<file path="config.mk">
export PLATFORM = sky130hd
export DESIGN_NAME = tag_lookup_query_regs
export DESIGN_NICKNAME = d
export VERILOG_FILES = /design/src/tag_query_pkg.sv /design/src/tag_lookup_query_regs.sv /design/src/apb_access.sv /design/src/tag_fetch.sv
export SDC_FILE = /design/constraint.sdc
export NUM_CORES = 1
export LEC_CHECK = 0
export ABC_AREA = 1
export BUFFER_PORTS_ARGS = -buffer_cell sky130_fd_sc_hd__buf_2
export CORE_AREA = 2 2 99 101
export DETAILED_ROUTE_END_ITERATION = 7
export DIE_AREA = 0 0 101 103
export PLACE_DENSITY = 0.78
export SLEW_MARGIN = 0
export SYNTH_ARGS = -nofsm -noshare
export SYNTH_HDL_FRONTEND = slang
export SYNTH_HIERARCHICAL = 1
export SYNTH_SLANG_ARGS = --single-unit
</file>
<file path="constraint.sdc">
create_clock -name clk -period 2.2 [get_ports clk]
set_clock_uncertainty 0.1 [all_clocks]
set_input_delay 0.11 -clock clk [delete_from_list [all_inputs] [get_ports clk]]
set_output_delay 0.11 -clock clk [all_outputs]
set_load 0.02 [all_outputs]
</file>
<file path="src/tag_query_pkg.sv">
// Shared constants, types and decode helpers for the tag query register bank.
// Functional notes
// RULE1: Every register is one 32-bit word.
// RULE2: Reserved bits read zero; software writes zero.
// RULE3: Offsets decode relative to register space base.
// RULE4: Result register: 8-bit read-only tag, resets zero.
// RULE5: Result follows the tag at queried X/Y.
// RULE6: Result comes only from host coordinates.
// RULE7: Y query register: 11-bit read-write, resets zero.
// RULE8: X query register: 11-bit read-write, resets zero.
// RULE9: Host writes X and Y, then reads result.
// RULE10: Lookup uses the latest rendered frame's tags.
`default_nettype none

package tag_query_pkg;

    // Bus data width; every register occupies one aligned word.
    localparam int unsigned DATA_W = 32;
    // Width of a query coordinate field.
    localparam int unsigned COORD_W = 11;
    // Width of a tag value.
    localparam int unsigned TAG_W = 8;

    // Bus address of the first byte of the register space.
    localparam logic [31:0] REG_SPACE_BASE = 32'h0000_0000;

    // Byte offsets of the registers inside the register space.
    localparam logic [31:0] OFF_TAG_QUERY_X = 32'h0000_0074;
    localparam logic [31:0] OFF_TAG_QUERY_Y = 32'h0000_0078;
    localparam logic [31:0] OFF_TAG_QUERY_RESULT = 32'h0000_007c;
    localparam logic [31:0] OFF_TAG_QUERY_STATUS = 32'h0000_0080;

    // Reset values of the stored fields.
    localparam logic [COORD_W-1:0] RST_TAG_QUERY_X = 11'h000;
    localparam logic [COORD_W-1:0] RST_TAG_QUERY_Y = 11'h000;
    localparam logic [TAG_W-1:0] RST_TAG_QUERY_RESULT = 8'h00;

    // Field positions inside the register words.
    localparam int unsigned COORD_LSB = 0;
    localparam int unsigned COORD_MSB = 10;
    localparam int unsigned TAG_LSB = 0;
    localparam int unsigned TAG_MSB = 7;
    localparam int unsigned STATUS_BUSY_BIT = 0;

    // Register selected by a bus address.
    typedef enum logic [4:0] {
        SEL_NONE = 5'b00001,
        SEL_X = 5'b00010,
        SEL_Y = 5'b00100,
        SEL_RESULT = 5'b01000,
        SEL_STATUS = 5'b10000
    } reg_sel_e;

    // States of the tag store request handshake.
    typedef enum logic [1:0] {
        FETCH_IDLE = 2'b01,
        FETCH_WAIT = 2'b10
    } fetch_state_e;

    // Maps a bus address to a register, counting from the register space base.
    function automatic reg_sel_e decode_reg(input logic [31:0] addr);
        logic [31:0] offset;
        offset = addr - REG_SPACE_BASE; // see RULE3
        if (offset == OFF_TAG_QUERY_X)
            decode_reg = SEL_X;
        else if (offset == OFF_TAG_QUERY_Y)
            decode_reg = SEL_Y;
        else if (offset == OFF_TAG_QUERY_RESULT)
            decode_reg = SEL_RESULT;
        else if (offset == OFF_TAG_QUERY_STATUS)
            decode_reg = SEL_STATUS;
        else
            decode_reg = SEL_NONE;
    endfunction

    // Takes the coordinate field out of a written word; upper bits are dropped.
    function automatic logic [COORD_W-1:0] coord_of(input logic [DATA_W-1:0] word);
        coord_of = word[COORD_MSB:COORD_LSB];
    endfunction

endpackage

`default_nettype wire

</file>
<file path="src/tag_lookup_query_regs.sv">
// Tag query register bank: host-set X/Y point, looked-up tag result, APB access.
`default_nettype none

module tag_lookup_query_regs
    import tag_query_pkg::*;
(
    input wire logic clk, // System clock, 10 MHz.
    input wire logic arst_n, // Asynchronous reset, active low.
    input wire logic psel, // APB select.
    input wire logic penable, // APB enable.
    input wire logic pwrite, // APB direction, high for write.
    input wire logic [31:0] paddr, // APB byte address.
    input wire logic [tag_query_pkg::DATA_W-1:0] pwdata, // APB write data.
    input wire logic [3:0] pstrb, // APB byte strobes.
    output logic pready, // APB ready.
    output logic [tag_query_pkg::DATA_W-1:0] prdata, // APB read data.
    output logic pslverr, // APB error for unmapped addresses.
    input wire logic frame_done, // A new frame finished rendering, pulse.
    input wire logic tag_ack, // Tag store answer, pulse.
    input wire logic [tag_query_pkg::TAG_W-1:0] tag_data, // Tag value with tag_ack.
    output logic tag_req, // Tag store request level.
    output logic [tag_query_pkg::COORD_W-1:0] tag_req_x, // X of the requested pixel.
    output logic [tag_query_pkg::COORD_W-1:0] tag_req_y // Y of the requested pixel.
);

    // Whole state kept by the bank itself.
    typedef struct packed {
        logic [COORD_W-1:0] query_x;
        logic [COORD_W-1:0] query_y;
        logic [TAG_W-1:0] result;
        logic pending;
    } bank_s;

    bank_s st_reg; // Registered bank state.
    bank_s st_next; // Next bank state.

    reg_sel_e sel; // Register picked by the current address.
    logic wr_en; // A write completes at this edge.
    logic [DATA_W-1:0] rd_word; // Read value of the addressed register.
    logic fetch_idle; // No lookup in flight toward the tag store.
    logic fetch_done; // A lookup just finished.
    logic [TAG_W-1:0] fetch_tag; // Tag of the lookup that finished.
    logic start; // Launch a lookup with the stored point.
    logic coord_write; // The host changes the X or Y query point.
    logic lo_lanes_on; // Byte lanes holding the coordinate field are written.
    logic busy; // A lookup is pending or in flight.

    // Bus timing and decode live in their own module.
    apb_access u_apb_access (
        .clk(clk),
        .arst_n(arst_n),
        .psel(psel),
        .penable(penable),
        .pwrite(pwrite),
        .paddr(paddr),
        .rd_word(rd_word),
        .sel(sel),
        .wr_en(wr_en),
        .pready(pready),
        .prdata(prdata),
        .pslverr(pslverr)
    );

    // The coordinate field spans the two low byte lanes; both must be strobed.
    assign lo_lanes_on = pstrb[0] & pstrb[1];

    // A write to either query register with both low byte lanes strobed is a change of point.
    assign coord_write = wr_en & lo_lanes_on & ((sel == SEL_X) | (sel == SEL_Y));

    // A lookup starts whenever one is owed and the handshake is free.
    assign start = st_reg.pending & fetch_idle;

    // Software sees the bank busy until the latest point has been answered.
    assign busy = st_reg.pending | ~fetch_idle;

    // Handshake with the tag store of the rendered frame.
    tag_fetch u_tag_fetch (
        .clk(clk),
        .arst_n(arst_n),
        .start(start),
        .x(st_reg.query_x),
        .y(st_reg.query_y),
        .tag_ack(tag_ack),
        .tag_data(tag_data),
        .idle(fetch_idle),
        .tag_req(tag_req),
        .tag_req_x(tag_req_x),
        .tag_req_y(tag_req_y),
        .done(fetch_done),
        .tag(fetch_tag)
    );

    // Builds the read word; every bit outside a field stays zero.
    always_comb
    begin
        rd_word = '0; // see RULE2
        unique case (sel)
            SEL_X:
            begin
                // Only the 11-bit coordinate is visible.
                rd_word[COORD_MSB:COORD_LSB] = st_reg.query_x; // see RULE8
            end
            SEL_Y:
            begin
                // Only the 11-bit coordinate is visible.
                rd_word[COORD_MSB:COORD_LSB] = st_reg.query_y; // see RULE7
            end
            SEL_RESULT:
            begin
                // The 8-bit tag sits in the low byte, upper bits zero.
                rd_word[TAG_MSB:TAG_LSB] = st_reg.result; // see RULE4
            end
            SEL_STATUS:
            begin
                // Busy shows that the result may still change.
                rd_word[STATUS_BUSY_BIT] = busy;
            end
            SEL_NONE:
            begin
                // Unmapped: nothing is returned and the bus reports an error.
                rd_word = '0;
            end
        endcase
    end

    // Computes the next bank state from bus writes, frames and lookup answers.
    always_comb
    begin
        st_next = st_reg;

        // Stored point: only the coordinate bits are kept from a write.
        if (wr_en && lo_lanes_on && sel == SEL_X)
        begin
            st_next.query_x = coord_of(pwdata); // see RULE8
        end
        if (wr_en && lo_lanes_on && sel == SEL_Y)
        begin
            st_next.query_y = coord_of(pwdata); // see RULE7
        end
        // Writes to the result and status words change nothing.

        // A launched lookup discharges the debt; a new cause in the same
        // cycle wins so that no change of point or frame is lost.
        if (start)
        begin
            st_next.pending = 1'b0;
        end
        if (coord_write || frame_done)
        begin
            // A new point or a fresh frame both call for a new lookup.
            st_next.pending = 1'b1; // see RULE5, see RULE10
        end

        // A finished lookup updates the result unless a newer point or frame
        // is already waiting; that stale answer would belong to old data.
        // Only the host point drives this path; live touch has no input here.
        if (fetch_done && !st_reg.pending && !coord_write && !frame_done)
        begin
            st_next.result = fetch_tag; // see RULE5, see RULE6
        end
    end

    // Registers the bank state; all fields start at zero.
    always_ff @(posedge clk or negedge arst_n)
    begin
        if (!arst_n)
        begin
            st_reg.query_x <= RST_TAG_QUERY_X; // see RULE8
            st_reg.query_y <= RST_TAG_QUERY_Y; // see RULE7
            st_reg.result <= RST_TAG_QUERY_RESULT; // see RULE4
            st_reg.pending <= 1'b0;
        end
        else
        begin
            st_reg <= st_next;
        end
    end

endmodule

`default_nettype wire

</file>
<file path="src/apb_access.sv">
// APB slave timing: one wait state, registered answer, error on unmapped address.
`default_nettype none

module apb_access
    import tag_query_pkg::*;
(
    input wire logic clk, // System clock.
    input wire logic arst_n, // Asynchronous reset, active low.
    input wire logic psel, // APB select.
    input wire logic penable, // APB enable.
    input wire logic pwrite, // APB direction, high for write.
    input wire logic [31:0] paddr, // APB byte address.
    input wire logic [tag_query_pkg::DATA_W-1:0] rd_word, // Read value of the addressed register.
    output tag_query_pkg::reg_sel_e sel, // Register picked by paddr.
    output logic wr_en, // High at the edge where a write completes.
    output logic pready, // APB ready, from a flip-flop.
    output logic [tag_query_pkg::DATA_W-1:0] prdata, // APB read data, from a flip-flop.
    output logic pslverr // APB error, from a flip-flop.
);

    // Whole state of the bus answer.
    typedef struct packed {
        logic pready;
        logic [DATA_W-1:0] prdata;
        logic pslverr;
    } apb_s;

    apb_s st_reg;
    apb_s st_next;
    logic access; // Access phase of a transfer is in progress.

    assign sel = decode_reg(paddr);
    assign access = psel & penable;
    // A write lands only at the edge where the master sees pready high.
    assign wr_en = access & st_reg.pready & pwrite & ~st_reg.pslverr;
    assign pready = st_reg.pready;
    assign prdata = st_reg.prdata;
    assign pslverr = st_reg.pslverr;

    // Raises pready in the second access cycle; answer words stand for that one cycle.
    always_comb
    begin
        st_next = '0;
        if (access && !st_reg.pready)
        begin
            st_next.pready = 1'b1;
            st_next.pslverr = (sel == SEL_NONE);
            // Unmapped reads and all writes return zero.
            st_next.prdata = (!pwrite && sel != SEL_NONE) ? rd_word : '0; // see RULE1
        end
    end

    // Registers the answer state.
    always_ff @(posedge clk or negedge arst_n)
    begin
        if (!arst_n)
            st_reg <= '0;
        else
            st_reg <= st_next;
    end

endmodule

`default_nettype wire

</file>
<file path="src/tag_fetch.sv">
// Request and acknowledge handshake toward the rendered-frame tag store.
`default_nettype none

module tag_fetch
    import tag_query_pkg::*;
(
    input wire logic clk, // System clock.
    input wire logic arst_n, // Asynchronous reset, active low.
    input wire logic start, // Begin one lookup at the given point.
    input wire logic [tag_query_pkg::COORD_W-1:0] x, // X of the point to look up.
    input wire logic [tag_query_pkg::COORD_W-1:0] y, // Y of the point to look up.
    input wire logic tag_ack, // Tag store answers, one-cycle pulse.
    input wire logic [tag_query_pkg::TAG_W-1:0] tag_data, // Tag value with tag_ack.
    output logic idle, // No lookup in flight.
    output logic tag_req, // Lookup request level, from a flip-flop.
    output logic [tag_query_pkg::COORD_W-1:0] tag_req_x, // X held with the request.
    output logic [tag_query_pkg::COORD_W-1:0] tag_req_y, // Y held with the request.
    output logic done, // Lookup finished, one-cycle pulse.
    output logic [tag_query_pkg::TAG_W-1:0] tag // Tag of the finished lookup.
);

    // Whole state of the handshake.
    typedef struct packed {
        fetch_state_e state;
        logic req;
        logic [COORD_W-1:0] x;
        logic [COORD_W-1:0] y;
        logic done;
        logic [TAG_W-1:0] tag;
    } fetch_s;

    fetch_s st_reg;
    fetch_s st_next;

    assign idle = (st_reg.state == FETCH_IDLE);
    assign tag_req = st_reg.req;
    assign tag_req_x = st_reg.x;
    assign tag_req_y = st_reg.y;
    assign done = st_reg.done;
    assign tag = st_reg.tag;

    // Holds the request and point steady until the store acknowledges.
    always_comb
    begin
        st_next = st_reg;
        st_next.done = 1'b0;
        unique case (st_reg.state)
            FETCH_IDLE:
            begin
                if (start)
                begin
                    st_next.state = FETCH_WAIT;
                    st_next.req = 1'b1;
                    st_next.x = x;
                    st_next.y = y;
                end
            end
            FETCH_WAIT:
            begin
                // The store answers from the most recently rendered frame.
                if (tag_ack) // see RULE10
                begin
                    st_next.state = FETCH_IDLE;
                    st_next.req = 1'b0;
                    st_next.done = 1'b1;
                    st_next.tag = tag_data;
                end
            end
            default:
            begin
                st_next.state = FETCH_IDLE;
                st_next.req = 1'b0;
            end
        endcase
    end

    // Registers the handshake state.
    always_ff @(posedge clk or negedge arst_n)
    begin
        if (!arst_n)
        begin
            st_reg <= '0;
            st_reg.state <= FETCH_IDLE;
        end
        else
        begin
            st_reg <= st_next;
        end
    end

endmodule

`default_nettype wire

</file>
==> impl_metrics.json, run 1 <==
{
  "hold_class": "in -> reg",
  "ys.warnings.count": 6,
  "grt_max_degree": 65,
  "rsz0062_at_grt": "no",
  "grt_pass1_wl_um": 16700,
  "status": "completed",
  "report.final.hold_viol_count": 0,
  "rows": 36,
  "p_sw_frac": 0.285,
  "syn2layout_area_growth_pct": 22.4,
  "io_buffer_count": 116,
  "ant_nets": 0,
  "min_period_over_period": 0.833,
  "clockBufferDepth": 2,
  "p_per_area_mw_per_mm2": 753,
  "cts_tree": "done",
  "critical_path_class": "reg -> reg",
  "first_global_vias": 3635,
  "cp-end-kind": "flop",
  "cts_sinks": 98,
  "antenna_found_initial": 0,
  "final_cell_mix": "nand2_1, buf_2, dfrtp_1",
  "cp-start-kind": "flop",
  "nFillCells": 818,
  "fmax_ghz": 0.545,
  "die_x_um": 101,
  "die-height_um": 103,
  "gp_congestion": 0.815,
  "critPathArrivalTime_ps": 1990,
  "ctsResizeCount": 0,
  "synthDistinctLibCells": 25,
  "cp_max_fo": 23,
  "power.internal_w": 0.00310,
  "slew_headroom": 0.475,
  "worst_ep_required_time_ps": 2360,
  "drive_gt1_frac": 0.338,
  "final_common_cell": "nand2_1",
  "slew_viol_final": 0,
  "max_slew.worst_pin.slew_ps": 788,
  "h-tree-depth": 3,
  "drtPass1Iterations": 4,
  "setup-tns-final_ps": 0,
  "grt_usage": 0.206,
  "io_pins": 140,
  "drt-initial-drc-count": 194,
  "ys_seq_area_frac": 0.521,
  "p_leak_nw": 3.13,
  "fp.dieArea_sq_mm": 0.0104,
  "period_needed_ps": 1830,
  "fin_nets": 746,
  "max_cap_viol_count": 0,
  "vias": 3741,
  "antenna_cells": 0,
  "p_sw_w": 0.00123,
  "dp_hpwl_um": 6840,
  "start_util": 0.498,
  "vias_per_cell": 4.78,
  "whs_ps": 20.5,
  "largest_reg_flops": 32,
  "syn_area_sq_mm": 0.00471,
  "p_clk_frac": 0.351,
  "netlist_instances": 531,
  "route.detailed.wl_per_inst_um": 12.7,
  "cts_buffers": 9,
  "power_frac_comb": 0.174,
  "setup_violations": 0,
  "drc_errors": 0,
  "coreArea_sq_mm": 0.00946,
  "power_frac_seq": 0.475,
  "vdd_drop_max_mv": 0.483,
  "wirelength_um": 9930,
  "synth_area_per_cell_sq_um": 8.86,
  "root_buffer": "clkbuf_8",
  "overflow": 0,
  "clkTransAtPathRegs_ps": 100,
  "clk_latency_ps": 370,
  "synth-seq-cells": 98
}
per-stage QoR:
step	setup WS [ps]	cell area (sq um)	utilization	power (W)	std cells
global route	96.2	5760	0.609	0.00455	782
global placement	102	5220	0.551	0.00276	739
floorplan	268	4780	-	0.00264	551
CTS	387	5760	0.609	0.00435	782
finish	366	5760	0.609	0.00433	782
detailed placement	43.8	5220	0.551	0.00280	739
power by group through the flow:
stage / Clock [W] / Combinational (W) / Sequential, W
final: 0.00152 / 0.000754 / 0.00206
after global routing: 0.00162 / 0.000852 / 0.00208
after CTS: 0.00155 / 0.000749 / 0.00206
after detailed placement: 0 / 0.000706 / 0.00209
after global placement: 0 / 0.000675 / 0.00209
after floorplan: 0 / 0.000548 / 0.00209
final cells by class:
type	instances	area [sq um]	share of cell area
Clock buffer	10	138	0.0239
Sequential cell	98	2450	0.426
Clock inverter	6	136	0.0237
Tap cell	114	143	0.0248
Multi-Input combinational cell	364	1810	0.314
Timing Repair Buffer	154	948	0.165
Inverter	36	135	0.0235
final timing paths:
| path | endpoint | depth (start not counted) | slack (ps) | startpoint |
|---|---|---|---|---|
| max | u_tag_fetch/tag_req_y[3]$_DFFE_PN0P_ | 7 | 370 | u_tag_fetch/st_reg[32]$_DFFE_PN1P_ |
| min | u_tag_fetch/tag[6]$_DFFE_PN0P_ | 3 | 20 | tag_ack |
| min reg2reg | u_tag_fetch/tag_req_y[8]$_DFFE_PN0P_ | 2 | 380 | u_tag_fetch/tag_req_y[8]$_DFFE_PN0P_ |
| max in group asynchronous | u_tag_fetch/tag_req_y[1]$_DFFE_PN0P_ | 3 | 1080 | arst_n |
| max reg2reg | u_tag_fetch/tag_req_y[3]$_DFFE_PN0P_ | 7 | 370 | u_tag_fetch/st_reg[32]$_DFFE_PN1P_ |
| min in group asynchronous | u_apb_access/prdata[25]$_DFF_PN0_ | 2 | 280 | arst_n |
cell usage after synthesis:
cell type	count	area share
conb_1	1	0.00080
o21ai_2	22	0.041
nand3_1	14	0.015
clkinv_1	1	0.00080
buf_4	31	0.049
nor3_1	1	0.0011
nor2_4	3	0.0072
nand4_1	40	0.053
nand3_4	1	0.0037
inv_2	7	0.0056
a22o_1	3	0.0056
nand3_2	4	0.0085
nand2_4	4	0.0096
a21oi_1	1	0.0011
nor2_1	39	0.031
dfrtp_1	97	0.52
nor2_2	32	0.043
clkbuf_1	3	0.0024
buf_2	11	0.012
nand2_2	8	0.011
nand2_1	170	0.14
inv_1	28	0.022
dfstp_2	1	0.0056
o21ai_0	1	0.0011
buf_6	8	0.019
layer usage:
| layer | routed length [um] | vias up | GRT usage |
|---|---|---|---|
| li1 | - | 1897 | - |
| met1 | 4520 | 1713 | 0.275 |
| met2 | 4740 | 110 | 0.336 |
| met3 | 463 | 21 | 0.0305 |
| met4 | 204 | 0 | 0.0904 |
| met5 | 0 | - | 0 |
worst max-delay path, stage by stage, from the launching register on:
cell and delay [ps]:
dfstp_2 550, inv_2 90, nor2_1 140, nand2_1 60, inv_1 80, nand3_2 410, nand2_1 230, nand2_1 70
cell families after synthesis:
logic type	synth area share
DFF	0.521
buffers and inverters	0.111
other	0.000797
and+or+nand+nor	0.318
AOI/OAI and AO/OA	0.0486
what timing repair did:
action | CTS | global route
hold buffers | 27 | 0
setup buffers | 0 | 0
hold endpoints to repair | 91 | 0
(Power assumes the default switching activity.)
==> run 2, diff against run 1 <==
- clock period: 2.2 -> 1.9 ns (I/O delays scaled with it)
==> impl_metrics.json, run 2 (synthesized netlist as in run 1, its figures left out) <==
{
  "status": "completed",
  "antenna_found_initial": 0,
  "vias_per_cell": 4.89,
  "critPathLaunch": "u_tag_fetch/st_reg[32]$_DFFE_PN1P_",
  "antenna_cells": 0,
  "whs_path_depth": 3,
  "rr_worst_depth": 7,
  "dp_hpwl_um": 7130,
  "fp.dieArea_sq_mm": 0.0104,
  "ant_nets": 0,
  "r2r-start": "u_tag_fetch/st_reg[32]$_DFFE_PN1P_",
  "p_leak_nw": 3.15,
  "place_ws_ps": -110,
  "final_common_cell": "nand2_1",
  "total_power_w": 0.00477,
  "setup_ws_ps": 181,
  "gp_congestion": 0.809,
  "critPathArrivalTime_ps": 1920,
  "largest_reg_flops": 32,
  "final_core_util": 0.616,
  "start_util": 0.498,
  "vias": 3871,
  "fin_nets": 756,
  "syn2layout_area_growth_pct": 23.8,
  "slew_viol_final": 0,
  "drive_gt1_frac": 0.353,
  "grt_max_degree": 37,
  "h-tree-depth": 3,
  "drtPass1Iterations": 5,
  "min_period_over_period": 0.905,
  "coreArea_sq_mm": 0.00946,
  "route.detailed.wl_per_inst_um": 13.1,
  "critical_path_class": "reg -> reg",
  "drt-initial-drc-count": 264,
  "grt_pass1_wl_um": 16800,
  "clockBufferDepth": 2,
  "period_needed_ps": 1720,
  "overflow": 0,
  "grt_usage": 0.210,
  "max_slew.worst_pin.slew_ps": 552,
  "report.final.hold_viol_count": 0,
  "p_per_area_mw_per_mm2": 819,
  "cts_buffers": 9,
  "first_global_vias": 3546,
  "cts_tree": "done",
  "hold_class": "in -> reg",
  "setup_violations": 0,
  "vdd_drop_max_mv": 0.732,
  "cp_max_fo": 22,
  "cts_sinks": 98,
  "die_x_um": 101,
  "clk_latency_ps": 360,
  "wirelength_um": 10400,
  "design_area_sq_mm": 0.00583,
  "die-height_um": 103,
  "cp-end-kind": "flop",
  "setup-tns-final_ps": 0,
  "worst_ep_required_time_ps": 2100,
  "io_pins": 140,
  "root_buffer": "clkbuf_8",
  "final_cell_mix": "nand2_1, buf_2, dfrtp_1",
  "post_cts_buffers": 0,
  "drc_errors": 0,
  "fmax_ghz": 0.582,
  "max_cap_viol_count": 0,
  "rows": 36,
  "rsz0062_at_grt": "no",
  "clkTransAtPathRegs_ps": 90,
  "cp-start-kind": "flop",
  "min_from": "penable",
  "placed_area_sq_mm": 0.00531,
  "slew_headroom": 0.632,
  "io_buffer_count": 116
}
[run 2: per-stage QoR]
stage | hold slack (ps) | std cells
2_1_floorplan | -301 | 551
3_3_place_gp | -60.5 | 748
3_5_place_dp | -46.3 | 748
4_1_cts | 11.3 | 792
5_1_grt | 45.2 | 792
6_report | 18.0 | 792
[run 2: path summary, 6_finish.rpt]
path                                                             end  slack (ps)
worst max register to register  u_tag_fetch/tag_req_x[0]$_DFFE_PN0P_         180
min in group asynchronous          u_apb_access/prdata[30]$_DFF_PN0_         100
max in group asynchronous                     st_reg[14]$_DFFE_PN0P_         940
worst min-delay path                   u_apb_access/pready$_DFF_PN0_          20
worst max-delay path            u_tag_fetch/tag_req_x[0]$_DFFE_PN0P_         180
worst min register to register  u_tag_fetch/tag_req_y[1]$_DFFE_PN0P_         380
[run 2: where the power goes]
part / switching [W] / internal [W]
Sequential: 0.000116 / 0.00227
Clock: 0.000705 / 0.000776
Combinational: 0.000621 / 0.000283
Total: 0.00144 / 0.00333
[run 2: what timing repair did]
item | CTS | global route
gates resized for setup | 0 | 3
setup endpoints to repair | 0 | 10
hold buffers | 28 | 0
hold endpoints to repair | 102 | 0
[run 2: per-layer routing]
metal	GRT usage	share of wire
met3	0.0332	0.055
met2	0.348	0.49
met5	0	0
met4	0.0790	0.018
met1	0.279	0.43
[run 2: worst max-delay path, stage by stage, from the launching register on]
cell and delay, ps:
dfstp_2 550, inv_2 90, nor2_1 180, nand2_1 70, inv_1 80, buf_4 270, nand4_1 200, nand2_1 120
[run 2: cell type report]
type | count | area (sq um)
Inverter | 36 | 135
Fill cell | 795 | 3630
Clock inverter | 6 | 90.1
Clock buffer | 10 | 138
Tap cell | 114 | 143
Multi-Input combinational cell | 364 | 1820
Sequential cell | 98 | 2450
Timing Repair Buffer | 164 | 1050
